<file path="src/design/rwsc_pkg.sv">
/*
  Package for the reset, wake and strap control block: register offsets,
  field positions, reset values and timing counts.
  Assumes a single 32-bit Avalon-MM register port with byte addresses.
*/
package rwsc_pkg;

  // ----------------------------------------------------------------
  // Clocking and timing
  // ----------------------------------------------------------------
  localparam int unsigned REF_CLK_HZ = 25_000_000;
  localparam int unsigned CLK_HZ = 10_000_000;
  localparam int unsigned CLK_PERIOD_NS = 1_000_000_000 / CLK_HZ;
  localparam int unsigned POR_TIME_NS = 2_000;
  localparam int unsigned POR_CYCLES =
    (POR_TIME_NS + CLK_PERIOD_NS - 1) / CLK_PERIOD_NS;
  localparam int POR_W = 8;

  // ----------------------------------------------------------------
  // Register map
  // ----------------------------------------------------------------
  localparam int ADDR_W = 5;
  localparam logic [4:0] OFS_CTRL = 5'h00;
  localparam logic [4:0] OFS_STATUS = 5'h04;
  localparam logic [4:0] OFS_INT_STAT = 5'h08;
  localparam logic [4:0] OFS_INT_MASK = 5'h0c;
  localparam logic [4:0] OFS_BYTE_TEST = 5'h10;
  localparam logic [4:0] OFS_LINK_CFG = 5'h14;

  // Control register fields.
  localparam int CTRL_WAKE_EN = 0;
  localparam int CTRL_WAKE_POL = 1;
  localparam int CTRL_WAKE_OD = 2;
  localparam int CTRL_SLEEP = 3;

  // Status register fields.
  localparam int STAT_ASLEEP = 0;
  localparam int STAT_READ_SEEN = 1;
  localparam int STAT_SPEED = 2;
  localparam int STAT_XOVER = 3;
  localparam int STAT_WAKE_PEND = 4;
  localparam int STAT_PIN = 5;

  // Interrupt status and mask fields.
  localparam int INT_W = 3;
  localparam int INT_WAKE_EVT = 0;
  localparam int INT_WOKE = 1;
  localparam int INT_WR_IGN = 2;

  // Link configuration fields.
  localparam int LINK_SPEED100 = 0;
  localparam int LINK_FULL_DUP = 1;
  localparam int LINK_AUTONEG = 2;

  // Reset values.
  localparam logic RST_WAKE_EN = 1'b0;
  localparam logic RST_WAKE_POL = 1'b0;
  localparam logic RST_WAKE_OD = 1'b0;
  localparam logic [INT_W-1:0] RST_INT_MASK = 3'h0;
  // Arbitrary pattern for the byte-order test register.
  localparam logic [31:0] BYTE_TEST_VAL = 32'h5a3c_c35a;

  // Whole state of the top module.
  typedef struct packed {
    logic sync1;
    logic sync2;
    logic [POR_W-1:0] por_cnt;
    logic por_done;
    logic cap_done;
    logic speed;
    logic xover;
    logic asleep;
    logic read_seen;
    logic wake_en;
    logic wake_pol;
    logic wake_od;
    logic wake_pend;
    logic [INT_W-1:0] int_stat;
    logic [INT_W-1:0] int_mask;
    logic ack;
    logic [31:0] rdata;
  } rwsc_state_t;

endpackage

</file>
<file path="src/design/rwsc_top.sv">
/*
  Reset, wake and strap control of a single-chip Ethernet controller.
  Holds reset release, internal power-on reset, read-before-write gating,
  the wake indicator pin, sleep exit by host write and the two straps.
  Assumes all inputs are synchronous to clk and an Avalon-MM master.
*/
// The Avalon-MM interface to the registers and the register addresses were chosen for this implementation.
// Behaviour
// All logic runs from the single reference clock input; here clk runs at CLK_HZ (10 MHz), not REF_CLK_HZ (25 MHz).
// Holding the external reset low returns all state to reset values; here the POR count and done flag keep their values.
// With the external reset idle, an internal power-on reset initialises.
// After reset or wake, writes are ignored until one read has completed.
// When enabled, the wake indicator asserts on a detected wake event.
// The wake indicator has programmable polarity and push-pull or open-drain.
// A wake event or the wake indicator alone never ends sleep.
// Sleep ends only on a host write cycle, chip select and write strobe low; here an Avalon-MM write alone also ends it.
// Any host write in sleep wakes the device whatever its data.
// The host sends its wake write to the byte-order test register.
// A high crossover strap enables automatic crossover, low disables it.
// The speed strap is captured once as reset is released.
// Strap 0 gives 10 Mbps half duplex no autoneg, 1 gives 100 Mbps with it.
// External reset release is synchronised to the clock before use.
`timescale 1ns/1ps

module rwsc_top (
  input wire logic clk,
  input wire logic rst_n,
  input wire logic ext_reset_low,
  input wire logic chip_select_low,
  input wire logic write_strobe_low,
  input wire logic wake_event,
  input wire logic crossover_auto_strap,
  input wire logic speed_strap,
  input wire logic [rwsc_pkg::ADDR_W-1:0] avs_address,
  input wire logic avs_read,
  input wire logic avs_write,
  input wire logic [3:0] avs_byteenable,
  input wire logic [31:0] avs_writedata,
  output logic [31:0] avs_readdata,
  output logic avs_waitrequest,
  input wire logic wake_indicator_in,
  output logic wake_indicator_out,
  output logic wake_indicator_oe,
  output logic crossover_auto_en,
  output logic link_speed_100,
  output logic link_full_duplex,
  output logic link_autoneg_en,
  output logic device_asleep,
  output logic irq
);
  import rwsc_pkg::*;

  // ----------------------------------------------------------------
  // State and reset image
  // ----------------------------------------------------------------
  localparam rwsc_state_t RST_STATE = '{
    sync1: 1'b0,
    sync2: 1'b0,
    por_cnt: '0,
    por_done: 1'b0,
    cap_done: 1'b0,
    speed: 1'b0,
    xover: 1'b0,
    asleep: 1'b0,
    read_seen: 1'b0,
    wake_en: RST_WAKE_EN,
    wake_pol: RST_WAKE_POL,
    wake_od: RST_WAKE_OD,
    wake_pend: 1'b0,
    int_stat: '0,
    int_mask: RST_INT_MASK,
    ack: 1'b0,
    rdata: '0
  };
  localparam logic [POR_W-1:0] POR_LAST = POR_W'(POR_CYCLES - 1);

  rwsc_state_t q;
  rwsc_state_t d;

  // Block is live once the synchronised reset is idle and POR has run.
  logic run;
  logic req;
  logic rd_go;
  logic wr_go;
  logic hw_wr;
  logic wake_wr;
  logic lane0;
  logic wake_act;
  logic [INT_W-1:0] int_set;
  logic [INT_W-1:0] int_clr;

  assign run = q.sync2 && q.por_done;
  assign req = (avs_read || avs_write) && !q.ack;
  assign rd_go = avs_read && req;
  assign wr_go = avs_write && req;
  assign hw_wr = !chip_select_low && !write_strobe_low;
  assign wake_wr = q.asleep && (wr_go || hw_wr);
  assign lane0 = avs_byteenable[0];

  // ----------------------------------------------------------------
  // Read data selection
  // ----------------------------------------------------------------
  // Reserved bits and unmapped addresses read as zero.
  function automatic logic [31:0] rd_mux(input logic [ADDR_W-1:0] a,
                                         input rwsc_state_t s,
                                         input logic pin);
    logic [31:0] r;
    r = '0;
    unique case (a)
      OFS_CTRL: begin
        r[CTRL_WAKE_EN] = s.wake_en;
        r[CTRL_WAKE_POL] = s.wake_pol;
        r[CTRL_WAKE_OD] = s.wake_od;
        r[CTRL_SLEEP] = s.asleep;
      end
      OFS_STATUS: begin
        r[STAT_ASLEEP] = s.asleep;
        r[STAT_READ_SEEN] = s.read_seen;
        r[STAT_SPEED] = s.speed;
        r[STAT_XOVER] = s.xover;
        r[STAT_WAKE_PEND] = s.wake_pend;
        r[STAT_PIN] = pin;
      end
      OFS_INT_STAT: r[INT_W-1:0] = s.int_stat;
      OFS_INT_MASK: r[INT_W-1:0] = s.int_mask;
      OFS_BYTE_TEST: r = BYTE_TEST_VAL;
      OFS_LINK_CFG: begin
        r[LINK_SPEED100] = s.speed;
        r[LINK_FULL_DUP] = 1'b0;
        r[LINK_AUTONEG] = s.speed;
      end
      default: r = '0;
    endcase
    return r;
  endfunction

  // ----------------------------------------------------------------
  // Next-state logic
  // ----------------------------------------------------------------
  // All behaviour is gathered here so that the single register stage
  // below is the only place that state changes.
  always_comb begin
    d = q;
    int_set = '0;
    int_clr = '0;
    // Two-flop synchroniser on the external reset release.
    d.sync1 = ext_reset_low;
    d.sync2 = q.sync1;
    // Internal power-on reset: count out POR_CYCLES after rst_n.
    if (!q.por_done) begin
      d.por_cnt = q.por_cnt + POR_W'(1);
      if (q.por_cnt == POR_LAST) begin
        d.por_done = 1'b1;
      end
    end
    if (!run) begin
      // Everything except the synchroniser and POR returns to reset.
      d = RST_STATE;
      d.sync1 = ext_reset_low;
      d.sync2 = q.sync1;
      d.por_cnt = q.por_done ? q.por_cnt : q.por_cnt + POR_W'(1);
      d.por_done = q.por_done || (q.por_cnt == POR_LAST);
    end else begin
      // Speed strap is sampled on the first live cycle only.
      if (!q.cap_done) begin
        d.cap_done = 1'b1;
        d.speed = speed_strap;
      end
      d.xover = crossover_auto_strap;
      d.ack = req;
      if (rd_go) begin
        d.rdata = rd_mux(avs_address, q, wake_indicator_in);
        // A read while asleep does not arm writes; the wake write
        // clears the flag again anyway.
        if (!q.asleep) begin
          d.read_seen = 1'b1;
        end
      end
      if (wake_wr) begin
        // Any write wakes, the data is not looked at.
        d.asleep = 1'b0;
        d.read_seen = 1'b0;
        d.wake_pend = 1'b0;
        int_set[INT_WOKE] = 1'b1;
      end else if (wr_go) begin
        if (!q.read_seen) begin
          int_set[INT_WR_IGN] = 1'b1;
        end else if (lane0) begin
          unique case (avs_address)
            OFS_CTRL: begin
              d.wake_en = avs_writedata[CTRL_WAKE_EN];
              d.wake_pol = avs_writedata[CTRL_WAKE_POL];
              d.wake_od = avs_writedata[CTRL_WAKE_OD];
              d.asleep = avs_writedata[CTRL_SLEEP];
            end
            OFS_INT_STAT: int_clr = avs_writedata[INT_W-1:0];
            OFS_INT_MASK: d.int_mask = avs_writedata[INT_W-1:0];
            default: d.asleep = q.asleep;
          endcase
        end
      end
      // A wake event only sets the pending and interrupt flags, it never ends sleep.
      if (wake_event && q.asleep && !wake_wr) begin
        d.wake_pend = 1'b1;
        int_set[INT_WAKE_EVT] = 1'b1;
      end
      // Set wins over a write-one-to-clear in the same cycle.
      d.int_stat = (q.int_stat & ~int_clr) | int_set;
    end
  end

  // ----------------------------------------------------------------
  // State register
  // ----------------------------------------------------------------
  // Single clock for all logic; it runs at CLK_HZ (10 MHz), not the 25 MHz REF_CLK_HZ.
  always_ff @(posedge clk) begin
    if (!rst_n) begin
      q <= RST_STATE;
    end else begin
      q <= d;
    end
  end

  // ----------------------------------------------------------------
  // Outputs
  // ----------------------------------------------------------------
  // Wake pin: push-pull drives both levels, open-drain only pulls low,
  // so an active-high open-drain setting needs an external pull-up.
  assign wake_act = q.wake_en && q.wake_pend;
  always_comb begin
    if (q.wake_od) begin
      wake_indicator_out = 1'b0;
      wake_indicator_oe = (wake_act != q.wake_pol);
    end else begin
      wake_indicator_out = (wake_act == q.wake_pol);
      wake_indicator_oe = 1'b1;
    end
  end

  // Bus answers one cycle after the request is seen.
  assign avs_waitrequest = (avs_read || avs_write) && !q.ack;
  assign avs_readdata = q.rdata;
  assign crossover_auto_en = q.xover;
  assign link_speed_100 = q.speed;
  assign link_full_duplex = 1'b0;
  assign link_autoneg_en = q.speed;
  assign device_asleep = q.asleep;
  assign irq = |(q.int_stat & q.int_mask);

  // ----------------------------------------------------------------
  // Assertions
  // ----------------------------------------------------------------
  a_ext_reset_clear: assert property (
    @(posedge clk) disable iff (!rst_n)
    !q.sync2 |=> !q.asleep && !q.read_seen && q.int_stat == '0)
    else $error("external reset did not clear state");

  a_por_blocks_bus: assert property (
    @(posedge clk) disable iff (!rst_n)
    !q.por_done |-> !q.read_seen && !q.ack)
    else $error("activity before power-on reset finished");

  a_write_needs_read: assert property (
    @(posedge clk) disable iff (!rst_n)
    run && wr_go && !q.asleep && !q.read_seen
    |=> q.int_stat[INT_WR_IGN] && $stable(q.wake_en) && $stable(q.int_mask))
    else $error("write took effect before first read");

  a_wake_pin_level: assert property (
    @(posedge clk) disable iff (!rst_n)
    q.wake_en && q.wake_pend && !q.wake_od
    |-> wake_indicator_oe && wake_indicator_out == q.wake_pol)
    else $error("wake indicator not asserted");

  a_od_no_high: assert property (
    @(posedge clk) disable iff (!rst_n)
    q.wake_od |-> !wake_indicator_out)
    else $error("open-drain wake pin driven high");

  a_event_keeps_sleep: assert property (
    @(posedge clk) disable iff (!rst_n)
    run && q.asleep && wake_event && !wr_go && !hw_wr
    |=> q.asleep && q.wake_pend)
    else $error("wake event ended sleep");

  a_host_write_wakes: assert property (
    @(posedge clk) disable iff (!rst_n)
    run && q.asleep && hw_wr |=> !q.asleep && !q.read_seen)
    else $error("host write did not wake device");

  a_only_write_wakes: assert property (
    @(posedge clk) disable iff (!rst_n)
    $fell(q.asleep) |-> $past(wr_go || hw_wr || !run))
    else $error("sleep left without a write");

  a_xover_follow: assert property (
    @(posedge clk) disable iff (!rst_n)
    run ##1 run |-> crossover_auto_en == $past(crossover_auto_strap))
    else $error("crossover enable does not follow strap");

  a_speed_capture: assert property (
    @(posedge clk) disable iff (!rst_n)
    $rose(run) |=> q.cap_done && q.speed == $past(speed_strap))
    else $error("speed strap not captured at release");

  a_speed_hold: assert property (
    @(posedge clk) disable iff (!rst_n)
    run && q.cap_done |=> $stable(link_speed_100) && !link_full_duplex
    && link_autoneg_en == link_speed_100)
    else $error("link defaults changed after capture");

  a_sync_release: assert property (
    @(posedge clk) disable iff (!rst_n)
    $rose(q.sync2) |-> $past(q.sync1) && !$past(q.sync2))
    else $error("reset release not through synchroniser");

  // The power-on reset itself must clear everything, the counter included.
  a_rst_clears_all: assert property (
    @(posedge clk)
    !rst_n |=> !q.asleep && !q.por_done && !q.read_seen && q.int_mask == RST_INT_MASK)
    else $error("power-on reset did not clear state");

  a_read_arms_write: assert property (
    @(posedge clk) disable iff (!rst_n)
    run && rd_go && !q.asleep |=> q.read_seen)
    else $error("read did not arm writes");

  a_wake_pend_flag: assert property (
    @(posedge clk) disable iff (!rst_n)
    run && q.asleep && wake_event && !wake_wr |=> q.wake_pend && q.int_stat[INT_WAKE_EVT])
    else $error("wake event not recorded");

  a_wake_pin_idle: assert property (
    @(posedge clk) disable iff (!rst_n)
    !q.wake_en && !q.wake_od |-> wake_indicator_oe && wake_indicator_out != q.wake_pol)
    else $error("disabled wake indicator not idle");

  a_od_release: assert property (
    @(posedge clk) disable iff (!rst_n)
    q.wake_od && ((q.wake_en && q.wake_pend) == q.wake_pol) |-> !wake_indicator_oe)
    else $error("open-drain wake pin not released");

  // Any reset must force a fresh capture of the speed strap.
  a_speed_recapture: assert property (
    @(posedge clk) disable iff (!rst_n)
    !run |=> !q.cap_done)
    else $error("speed strap not re-armed by reset");

endmodule

</file>
<file path="config.mk">
export PLATFORM = sky130hd
export DESIGN_NAME = rwsc_top
export DESIGN_NICKNAME = d
export VERILOG_FILES = /design/src/design/rwsc_pkg.sv /design/src/design/rwsc_top.sv
export SDC_FILE = /design/constraint.sdc
export NUM_CORES = 1
export LEC_CHECK = 0
export ABC_AREA = 1
export BUFFER_PORTS_ARGS = -buffer_cell sky130_fd_sc_hd__buf_2
export CAP_MARGIN = 40
export CORE_MARGIN = 2
export CORE_UTILIZATION = 41
export DETAILED_ROUTE_END_ITERATION = 8
export PLACE_DENSITY_LB_ADDON = 0.25
export SYNTH_ARGS = -nofsm -noshare
export SYNTH_HDL_FRONTEND = slang
export SYNTH_SLANG_ARGS = --single-unit
</file>
<file path="constraint.sdc">
create_clock -name clk -period 1.4 [get_ports clk]
set_clock_uncertainty 0.2 [all_clocks]
set_input_delay 0.28 -clock clk [delete_from_list [all_inputs] [get_ports clk]]
set_output_delay 0.28 -clock clk [all_outputs]
set_load 0.01 [all_outputs]
</file>
# Yosys cells after proc, flatten, opt, wreduce, memory -nomap -nowiden
# Index checks and enable logic that the tools add are counted.
classes:
  muxes: 26
  n_eq_ne: 8
  bitwise: 8
  n_reduce_logical: 25
  n_addsub: 1
ops:
  columns: ["cell", "count"]
  rows:
  - ["2-to-1 mux 25 bit", 1]
  - ["2-to-1 mux 3 bit", 6]
  - ["2-to-1 mux 9 bit", 2]
  - ["case mux 3 bit (6 select lines)", 1]
  - ["2-to-1 mux 1 bit", 13]
  - ["== test 5 x 4 -> 1 bit (second input constant)", 2]
  - ["== test 5 bit (second input constant)", 2]
  - ["AND reduction 5 bit", 2]
  - ["logical AND 1 bit", 9]
  - ["adder 8 x 1 -> 8 bit (second input constant)", 1]
  - ["== test 8 x 5 -> 1 bit (second input constant)", 1]
  - ["2-to-1 mux 8 bit", 1]
  - ["bitwise AND 3 bit", 2]
  - ["OR reduction 3 bit", 2]
  - ["== test 5 x 3 -> 1 bit (second input constant)", 1]
  - ["logical NOT 5 bit", 1]
  - ["logical NOT 1 bit", 4]
  - ["NOT 1 bit", 4]
  - ["case mux 2 bit (2 select lines)", 1]
  - ["AND reduction 2 bit", 2]
  - ["AND reduction 4 bit", 1]
  - ["logical OR 1 bit", 3]
  - ["NOT 3 bit", 1]
  - ["bitwise OR 3 bit", 1]
  - ["4 further kinds", 4]
totals:
  inputBits: 52
  out_inout_bits: 41
  register_bits: 59

# Logic depth before layout (Yosys ltp)
# Gate-level depths: netlist of the first run.
logic_depth:
  depth_word: 10
  mapped_depth: 8

# Least setup slack after synthesis of the first run
# Ideal clock, no wire load.
synth_timing:
  kind: "flip-flop to flip-flop"
  start: "reg q[50] in the netlist's numbering"
  end: "reg q[55] in the netlist's numbering"
  period_less_slack_ps: 1379
  arrival_time_ps: 1060
  required_ps: 1081
  path_stages_with_launch: 7
  n_path_buf: 0
  setup_slack_ps: 21
  path_cell_list: "dfxtp_1 ha_1 nand3_1 nor2_1 nand2_1 nor3b_1 nor3_1"
synth_between:
  elab_chain_cells: 3
synth_lines:
  columns: ["item", "line", "text"]
  rows:
  - ["from (decl)", "rwsc_top.sv:77", "rwsc_state_t q;"]
  - ["from (signal assigned)", "rwsc_top.sv:218", "q <= RST_STATE;"]
  - ["from (signal assigned)", "rwsc_top.sv:220", "q <= d;"]
  - ["adder 8 x 1 -> 8 bit *", "rwsc_top.sv:151, rwsc_top.sv:161", null]
  - ["2-to-1 mux 8 bit or 2-to-1 mux 9 bit (tied branches)", "rwsc_top.sv:161, rwsc_top.sv:150", null]
  - ["2-to-1 mux 9 bit *", "rwsc_top.sv:156", "if (!run) begin"]
# Every way passes the cells marked *; elsewhere a longest branch is shown, timed or not. The select of a mux whose other input is x is not followed.
# A chain may end at the register's enable or synchronous reset.

# Worst setup path after layout of the first run
layout_timing:
  start: "reg q[42] in the netlist's numbering"
  end: "out wake_indicator_oe"
layout_between:
  elab_chain_cells: 3
layout_lines:
  columns: ["item", "line", "text"]
  rows:
  - ["logical AND 1 bit", "rwsc_top.sv:229", "assign wake_act = q.wake_en && q.wake_pend;"]
  - ["!= test 1 bit", "rwsc_top.sv:233", "wake_indicator_oe = (wake_act != q.wake_pol);"]
  - ["2-to-1 mux 1 bit", "rwsc_top.sv:231", "if (q.wake_od) begin"]
  - ["to (decl)", "rwsc_top.sv:43", "output logic wake_indicator_oe,"]
# Every way passes these cells.

==> results of run 1 <==
==> registers in the layout, summed over array words and instances, names as in the netlist <==
register	cells
avs_readdata	7
crossover_auto_en	1
device_asleep	1
link_autoneg_en	1
q	24
==> critical path: cells and delay by family (launching register included) <==
family | cells | cell delay [ns]
XOR/XNOR | 1 | 0.16
buffers and inverters | 2 | 0.17
flip-flops | 1 | 0.33
AND/OR/NAND/NOR | 2 | 0.13
==> metal layers <==
metal	vias up	routed length, µm	global-route usage, %
met5	-	0	0
met4	0	68	7.547
met3	9	265	4.079
met2	58	1940	25.82
met1	763	1814	20.35
li1	897	-	-
==> final cells by class <==
cell class	instances	area share, %
Multi-Input combinational cell	165	38.75
Sequential cell	34	28.05
Clock inverter	3	1.784
Timing Repair Buffer	82	21.70
Inverter	27	4.410
Tap cell	52	2.577
Clock buffer	5	2.725
==> placed cells by master (no fill, tap or decap), types with 5 or more instances in the layout <==
master / Yosys / final
a21oi_1: 15 / 13
buf_2: 2 / 46
buf_4: 35 / 25
buf_6: 0 / 8
clkbuf_8: 0 / 5
conb_1: 1 / 14
dfxtp_1: 34 / 18
dfxtp_2: 0 / 13
inv_1: 24 / 20
inv_2: 2 / 5
nand2_1: 45 / 41
nand3_1: 13 / 11
nand4_1: 10 / 10
nor2_1: 24 / 21
nor2_4: 6 / 9
o21ai_0: 11 / 5
o21ai_1: 0 / 6
==> worst max path at each step <==
| stage | to |
|---|---|
| 6_report | wake_indicator_oe |
| 5_1_grt | wake_indicator_oe |
| 4_1_cts | wake_indicator_oe |
| 3_5_place_dp | avs_readdata[2] |
| 3_3_place_gp | q[41] |
| 2_1_floorplan | q[55] |
==> power by group through the flow <==
stage	registers (W)	clock network, W	logic [W]
finish	0.000983	0.000912	0.000219
global route	0.000984	0.000962	0.000242
CTS	0.000980	0.000925	0.000194
detailed placement	0.00100	0	0.000176
global placement	0.00100	0	0.000174
floorplan	0.00101	0	0.000116
==> per-stage QoR <==
stage                     TNS [ns]  instance area [µm²]  utilization, %  hold WS (ns)
final                      -0.3364                 2525           57.99       0.02383
after global routing       -0.9735                 2525           57.99       0.02927
after CTS                  -0.4580                 2355           54.08       0.02603
after detailed placement   -0.9188                 2110           48.45        0.1997
after global placement     -0.9405                 2110           48.45        0.1956
after floorplan                  0                 1913               -        0.1776
==> timing repair <==
item | in CTS | in global routing
setup buffers | 5 | 5
endpoints found under the hold margin | 2 | 0
setup endpoints to repair | 27 | 23
pin swaps | 9 | 19
hold buffers | 2 | 0
resized for setup | 24 | 43
==> cells by family (layout without fill, tap and decap cells) <==
logic type	after synthesis	in the layout	synth area share [%]
other	1	14	0.2011
XOR/XNOR	2	2	0.9398
adder cells (fa/ha/maj)	1	1	0.6710
buffers and inverters	65	117	20.34
AO/OA/AOI/OAI	35	35	10.40
AND/OR/NAND/NOR	113	113	30.94
flip-flops	34	34	36.51
==> flow_summary.json, run 1 <==
{
  "cts_buffers": 5,
  "fin_cells": 368,
  "vias": 1727,
  "max_freq_mhz": 644.7,
  "hp-start": "avs_writedata[3]",
  "syn_area_um2": 1864,
  "pwr-share-clk_pct": 43.1,
  "crit_path_start_kind": "register",
  "h-tree-depth": 2,
  "drt-total-wl_mm": 4.088,
  "async_flop_share_pct": 0,
  "r2r_end": "q[34]",
  "outcome": "finished, violations left",
  "io_pins": 93,
  "ys_types": 31,
  "switchingPower_w": 0.0005151,
  "crit_start": "q[42]",
  "std_cell_rows": 24,
  "layout.nets": 368,
  "rsz0062_at_grt": "yes",
  "yosysTopAreaCellShare_pct": 36.51,
  "drc": 0,
  "ant_nets": 0,
  "initial_core_util_pct": 42.82,
  "register_area_um2": 708.2,
  "cp_slowest_cell": "dfxtp_2",
  "slew_viol_final": 0,
  "regToRegSetupSlack_ns": 0.01,
  "ys_ff_latch": 34,
  "numPortBuffers": 47,
  "finalWeightedCongestion": 0.7966,
  "clockBufferDepth": 2,
  "place_ws_ns": -0.1062,
  "syn-instance-count": 251,
  "endpoint_kind": "output port",
  "r2r-start": "q[32]",
  "place_inst": 348,
  "min_to": "device_asleep",
  "crit_fanout": 2,
  "holdPathStages": 3,
  "fill_cells": 395,
  "hp-class": "input port to register",
  "p_seq_share_pct": 46.5,
  "grt.total_usage_pct": 16.12,
  "drive_above_1_share_pct": 45.57,
  "root_buffer": "clkbuf_8",
  "cp_cell_sequence": "nand2_2, xor2_2, inv_1, nand2_1, buf_2",
  "grt_first_pass_wirelength_mm": 6.527,
  "via_per_inst": 4.693,
  "clkLatencyLatePin_ns": 0.28,
  "dieArea_um2": 5102,
  "cts.sinks": 34,
  "cts_tree": "done",
  "worst_slack_ns": -0.1512,
  "synth_common_cells": "nand2_1, buf_4, dfxtp_1",
  "p_int_w": 0.001600,
  "min_period_over_period_pct": 110.8,
  "grt_pass1_vias": 1510,
  "worstSetupPathType": "register to output port",
  "ys.flop_type": "dfxtp_1",
  "diodes": 0,
  "peakVddDrop_mv": 0.5815,
  "core-area_um2": 4354,
  "cap_violations": 0,
  "fin_crit_ns": 1.551,
  "yosys.area.top_type": "dfxtp_1",
  "detail_route.wl_per_cell_um": 11.11,
  "synth_most_common_cell": "nand2_1",
  "dr.pass1.iters": 4,
  "crit_required_ns": 0.92,
  "finalHoldViolCount": 0,
  "clk_pin_slew_ns": 0.08,
  "power_density_nw_per_um2": 837.6,
  "hpwlAfterDp_mm": 2.929,
  "reg2reg_depth": 7,
  "crit_path_max_incr_delay_ns": 0.33,
  "total_power_w": 0.002115,
  "yosysSeqAreaShare_pct": 36.51,
  "syn_area_per_cell_um2": 7.427,
  "syn_to_final_growth_pct": 35.44,
  "grt_max_degree": 15,
  "violations": "setup timing",
  "synthTopCellsByArea": "dfxtp_1, buf_4, nand2_1",
  "grt_overflow_total": 0,
  "synth_edf_count": 0,
  "die_h_um": 71.43,
  "switching_share_pct": 24.36,
  "antenna_found_initial": 0,
  "finalSetupViolations": 3,
  "multiInputGateArea_um2": 978.4,
  "power_frac_comb_pct": 10.4,
  "die_w_um": 71.43,
  "yosysWarnings": 0,
  "p_leak_nw": 1.140,
  "cp.arrival_ns": 1.07,
  "drt_iter0_drc": 60
}
(Power assumes the default switching activity.)
==> inputs of run 2 (changes only) <==
--- a/config.mk
+++ b/config.mk
@@ -11,6 +11,7 @@
 export CORE_MARGIN = 2
 export CORE_UTILIZATION = 41
 export DETAILED_ROUTE_END_ITERATION = 8
+export MAX_ROUTING_LAYER = met4
 export PLACE_DENSITY_LB_ADDON = 0.25
 export SYNTH_ARGS = -nofsm -noshare
 export SYNTH_HDL_FRONTEND = slang
==> run 2 against run 1 <==
The run still ends with setup timing left. Clock power barely moved. Global-route usage is 0.48 points higher. Critical path depth unchanged. Largest cell class unchanged. Largest power group unchanged. Sequential power about the same. Critical path type unchanged. Count of clock-buffer cells in the layout stayed put. Hold slack improved by 0.00068 ns. Flip-flop and latch count unchanged.
==> flow_summary.json, run 2 (synthesis results as in run 1) <==
{
  "std_cell_rows": 24,
  "diodes": 0,
  "wl_met1_mm": 1.795,
  "dr_wl_met3_um": 280,
  "switching_share_pct": 24.35,
  "cts_tree": "done",
  "pwr-share-clk_pct": 43.1,
  "initial_core_util_pct": 42.82,
  "final_cell_mix": "buf_2, nand2_1, buf_4, nor2_1, inv_1",
  "holdPathStages": 3,
  "switchingPower_w": 0.0005150,
  "grt_first_pass_wirelength_mm": 6.534,
  "core-area_um2": 4354,
  "fin_crit_ns": 1.548,
  "worst_slack_ns": -0.1481,
  "peakVddDrop_mv": 0.5817,
  "p_leak_nw": 1.140,
  "p_int_w": 0.001600,
  "layout.nets": 368,
  "reg2reg_depth": 7,
  "drive_above_1_share_pct": 45.57,
  "die_w_um": 71.43,
  "h-tree-depth": 2,
  "power_density_nw_per_um2": 837.6,
  "power_frac_comb_pct": 10.4,
  "drt_iter0_drc": 58,
  "largest_reg_flops": 24,
  "hp-class": "input port to register",
  "finalWeightedCongestion": 0.8079,
  "grt.total_usage_pct": 16.61,
  "antenna_found_initial": 0,
  "grt_max_degree": 15,
  "cp_slowest_cell": "dfxtp_2",
  "endpoint_kind": "output port",
  "wl_met2_mm": 1.958,
  "cp_cell_sequence": "inv_2, xor2_2, inv_1, nand2_1, buf_2",
  "root_buffer": "clkbuf_8",
  "top_layer": "met4",
  "hpwlAfterDp_mm": 2.929,
  "regToRegSetupSlack_ns": 0.01,
  "top_register": "q",
  "vias": 1717,
  "finalSetupViolations": 3,
  "worstSetupPathType": "register to output port",
  "hp-start": "avs_writedata[3]",
  "numPortBuffers": 47,
  "dieArea_um2": 5102,
  "fill_cells": 395,
  "fin_area_um2": 2525,
  "rsz0062_at_grt": "yes",
  "finalHoldViolCount": 0,
  "layout_commonest_cell": "buf_2",
  "via_per_inst": 4.666,
  "io_pins": 93,
  "max_freq_mhz": 645.9,
  "ant_nets": 0,
  "cap_violations": 0,
  "p_seq_share_pct": 46.5,
  "clockBufferDepth": 2,
  "crit_fanout": 3,
  "total_power_w": 0.002115,
  "clk_pin_slew_ns": 0.07,
  "grt_pass1_vias": 1509,
  "grt_overflow_total": 0,
  "crit_path_start_kind": "register",
  "outcome": "finished, violations left",
  "violations": "setup timing",
  "slew_viol_final": 0,
  "detail_route.wl_per_cell_um": 11.13,
  "min_period_over_period_pct": 110.6,
  "crit_required_ns": 0.92,
  "die_h_um": 71.43,
  "placed_cell_area_um2": 2110,
  "r2r_end": "q[34]",
  "clkLatencyLatePin_ns": 0.28,
  "min_to": "device_asleep",
  "syn_to_final_growth_pct": 35.44,
  "r2r-start": "q[32]",
  "dr.pass1.iters": 4,
  "cp.arrival_ns": 1.07,
  "crit_start": "q[41]",
  "cts_buffers": 5,
  "crit_path_max_incr_delay_ns": 0.35,
  "drc": 0,
  "drt-total-wl_mm": 4.095,
  "cts.sinks": 34
}
==> run 2: cell counts in the layout (fill, tap and decap cells not counted) <==
Identical to the previous run, type by type.
==> run 2: layer usage <==
layer | vias up | global-route usage (%)
li1 | 895 | -
met1 | 759 | 20.35
met2 | 56 | 25.82
met3 | 7 | 4.079
met4 | 0 | 7.547
met5 | - | -
==> run 2: repair_timing <==
item	in CTS	in global routing
endpoints found under the hold margin	2	0
pin swaps	9	19
hold buffers	2	0
gates resized for setup	24	43
setup buffers	5	5
setup endpoints to repair	27	23
==> run 2: area by class of cell <==
type	instances	area [µm²]	share of cell area [%]
multi-input combinational	165	978.4	38.75
tap	52	65.06	2.577
clock inverter	3	45.04	1.784
sequential	34	708.2	28.05
timing repair buffer	82	548.0	21.70
clock buffer	5	68.82	2.725
inverter	27	111.4	4.410
==> run 2: worst max path at each step <==
| stage | to | slack [ns] | cells past startpoint |
|---|---|---|---|
| 2_1_floorplan | q[55] | 0.02 | 6 |
| 4_1_cts | wake_indicator_oe | -0.19 | 5 |
| 3_3_place_gp | q[41] | -0.12 | 9 |
| 6_report | wake_indicator_oe | -0.15 | 5 |
| 5_1_grt | wake_indicator_oe | -0.25 | 5 |
| 3_5_place_dp | avs_readdata[2] | -0.11 | 9 |
==> run 2: power groups by stage <==
stage / sequential (W) / clock (W) / combinational, W
final: 0.000983 / 0.000911 / 0.000220
after global routing: 0.000984 / 0.000962 / 0.000242
after CTS: 0.000980 / 0.000925 / 0.000194
after detailed placement: 0.00100 / 0 / 0.000176
after global placement: 0.00100 / 0 / 0.000174
after floorplan: 0.00101 / 0 / 0.000116
==> run 2: through the flow <==
stage / utilization, % / TNS [ns] / std cells / hold slack, ns / setup WS (ns)
after floorplan: - / 0 / 264 / 0.1776 / 0.02133
after global placement: 48.45 / -0.9405 / 348 / 0.1956 / -0.1173
after detailed placement: 48.45 / -0.9188 / 348 / 0.1997 / -0.1062
after CTS: 54.08 / -0.4580 / 363 / 0.02603 / -0.1882
after global routing: 57.99 / -0.9737 / 368 / 0.02930 / -0.2495
final: 57.99 / -0.3291 / 368 / 0.02451 / -0.1481
==> run 2: worst max-delay path: cells and delay by family (launching register included) <==
kind / cells / cell delay [ns]
DFF: 1 / 0.35
buffers and inverters: 3 / 0.23
and+or+nand+nor: 1 / 0.04
xor gates and xnor gates: 1 / 0.17
==> inputs of run 3 (changes only) <==
--- a/config.mk
+++ b/config.mk
@@ -5,11 +5,10 @@
 export SDC_FILE = /design/constraint.sdc
 export NUM_CORES = 1
 export LEC_CHECK = 0
-export ABC_AREA = 1
 export BUFFER_PORTS_ARGS = -buffer_cell sky130_fd_sc_hd__buf_2
 export CAP_MARGIN = 40
 export CORE_MARGIN = 2
-export CORE_UTILIZATION = 41
+export CORE_UTILIZATION = 42
 export DETAILED_ROUTE_END_ITERATION = 8
 export MAX_ROUTING_LAYER = met4
 export PLACE_DENSITY_LB_ADDON = 0.25
==> run 3 against run 2 <==
Highest routed layer unchanged. Non-clock buffer count fell by 2. Synthesized cell count fell by 14%. Global-route usage fell by 0.72 points. Area after synthesis rose by 3.6%. Combinational power fell by 16%. The run still ends with setup timing left. Clock power fell by 26%. Flip-flop and latch count did not move.
==> flow_summary.json, run 3 <==
{
  "clk_pin_slew_ns": 0.07,
  "worst_slack_ns": -0.2283,
  "fin_area_um2": 2425,
  "syn_area_per_cell_um2": 8.897,
  "finalSetupViolations": 4,
  "initial_core_util_pct": 44.04,
  "die_w_um": 71.80,
  "layout.nets": 326,
  "endpoint_kind": "output port",
  "antenna_found_initial": 0,
  "clkLatencyLatePin_ns": 0.28,
  "p_leak_nw": 1.116,
  "largest_reg_flops": 24,
  "dieArea_um2": 5155,
  "rsz0062_at_grt": "yes",
  "slew_headroom_pct": 65.43,
  "drive_above_1_share_pct": 45.05,
  "hp-class": "input port to register",
  "syn_area_um2": 1931,
  "detail_route.wl_per_cell_um": 12.46,
  "cap_violations": 0,
  "hp-start": "crossover_auto_strap",
  "grt_overflow_total": 0,
  "r2r_end": "avs_readdata[2]",
  "finalHoldViolCount": 0,
  "placed_cell_area_um2": 2227,
  "grt_first_pass_wirelength_mm": 6.292,
  "fin_crit_ns": 1.628,
  "grt_max_degree": 16,
  "cts_tree": "done",
  "synth_edf_count": 0,
  "yosysTopAreaCellShare_pct": 35.26,
  "final_cell_mix": "buf_2, buf_4, dfxtp_1, nor2_1, nand2_1",
  "busiest_layer": "met2",
  "clockBufferDepth": 2,
  "drc": 0,
  "min_to": "crossover_auto_en",
  "top_register": "q",
  "grt_pass1_vias": 1432,
  "root_buffer": "clkbuf_8",
  "drt-total-wl_mm": 4.048,
  "synthTopCellsByArea": "dfxtp_1, buf_4, mux2i_1",
  "peakVddDrop_mv": 0.6110,
  "crit_path_start_kind": "register",
  "grt_util_met3_pct": 3.797,
  "dr.pass1.iters": 5,
  "holdPathStages": 2,
  "violations": "setup timing",
  "drt_iter0_drc": 91,
  "vias": 1611,
  "h-tree-depth": 2,
  "core-area_um2": 4384,
  "grt_use_met1_pct": 20.10,
  "regToRegSetupSlack_ns": -0.02,
  "worst_pin_slew_ns": 0.5114,
  "synth_common_cells": "buf_4, dfxtp_1, nand2_1",
  "ys.flop_type": "dfxtp_1",
  "yosysSeqAreaShare_pct": 35.26,
  "cts.sinks": 34,
  "syn_to_final_growth_pct": 25.60,
  "die_h_um": 71.80,
  "crit_start": "q[38]",
  "hpwlAfterDp_mm": 3.096,
  "met2_usage_pct": 25.51,
  "grt.total_usage_pct": 15.89,
  "reg2reg_depth": 4,
  "cp.arrival_ns": 1.15,
  "max_freq_mhz": 614.1,
  "ant_nets": 0,
  "yosys.area.top_type": "dfxtp_1",
  "finalWeightedCongestion": 0.8237,
  "worstSetupPathType": "register to output port",
  "yosysWarnings": 0,
  "crit_required_ns": 0.92,
  "min_period_over_period_pct": 116.3,
  "outcome": "finished, violations left",
  "place_ws_ns": -0.2630,
  "via_per_inst": 4.957,
  "slew_viol_final": 0,
  "power_density_nw_per_um2": 759.0,
  "io_pins": 93,
  "diodes": 0,
  "cts_buffers": 5,
  "layout_commonest_cell": "buf_2",
  "total_power_w": 0.001840,
  "std_cell_rows": 24,
  "r2r-start": "q[35]",
  "numPortBuffers": 47,
  "syn-instance-count": 217,
  "async_flop_share_pct": 0,
  "ys_types": 51,
  "ys_ff_latch": 34,
  "crit_fanout": 3
}
run 3: cell types whose count changed in the layout (fill, tap and decap cells not counted), moves of 7 or more:
cell / before / now
mux2i_1: 0 / 8
nor2_4: 9 / 0
nand4_1: 10 / 2
inv_1: 20 / 4
a21oi_1: 13 / 6
nand2_1: 41 / 16
run 3: how the worst max path moves through the flow:
stage / end / cells past startpoint
floorplan: q[56] / 4
global placement: avs_readdata[2] / 4
detailed placement: avs_readdata[2] / 4
CTS: irq / 3
global route: irq / 3
finish: irq / 3
run 3: through the flow:
stage | setup TNS (ns) | std cells | utilization (%) | hold WS [ns]
after floorplan | -0.07937 | 230 | - | 0.2017
after global placement | -1.422 | 315 | 50.80 | 0.2157
after detailed placement | -1.765 | 315 | 50.80 | 0.2339
after CTS | -0.5875 | 324 | 54.00 | 0.003353
after global routing | -0.7307 | 325 | 55.31 | 0.01107
final | -0.5285 | 325 | 55.31 | 0.008933
run 3: cell type report:
| class | instances | area, µm² |
|---|---|---|
| clock buffers | 5 | 68.82 |
| multi-input cells | 146 | 1047 |
| fillers | 408 | 1959 |
| inverters | 6 | 22.52 |
| clock inverters | 2 | 10.01 |
| flip-flops and latches | 34 | 708.2 |
| repair buffers | 80 | 503.0 |
| well taps | 52 | 65.06 |
run 3: worst max-delay path, stage by stage (launching register included):
cell      delay, ns
dfxtp_1        0.33
a222oi_1       0.33
inv_1          0.06
buf_2          0.14
run 3: logic make-up after synthesis:
group / after synthesis / synth area share, %
other cells: 1 / 0.1942
flops: 34 / 35.26
xor+xnor: 5 / 2.268
buf+inv: 50 / 17.17
compound gates: 35 / 12.64
fa+ha+maj: 1 / 0.6480
simple gates: 78 / 24.76
mux: 13 / 7.064
run 3: report_power, final:
group / internal (W) / total (W) / switching, W / leakage, nW
combinational: 0.0000845 / 0.000185 / 0.000100 / 0.790
clock: 0.000333 / 0.000671 / 0.000338 / 0.0438
sequential: 0.000974 / 0.000984 / 0.0000103 / 0.283
total: 0.00139 / 0.00184 / 0.000448 / 1.12
run 3: what timing repair did:
item / CTS / global route
endpoints found under the setup margin: 34 / 22
hold buffers: 0 / 0
buffers inserted: 2 / 1
pin swaps: 7 / 6
resized for setup: 19 / 15
run 3: routing by layer:
layer | share of wire (%) | vias up
li1 | - | 824
met1 | 46 | 734
met2 | 48 | 49
met3 | 5.7 | 4
met4 | 1.0 | 0
met5 | 0 | -
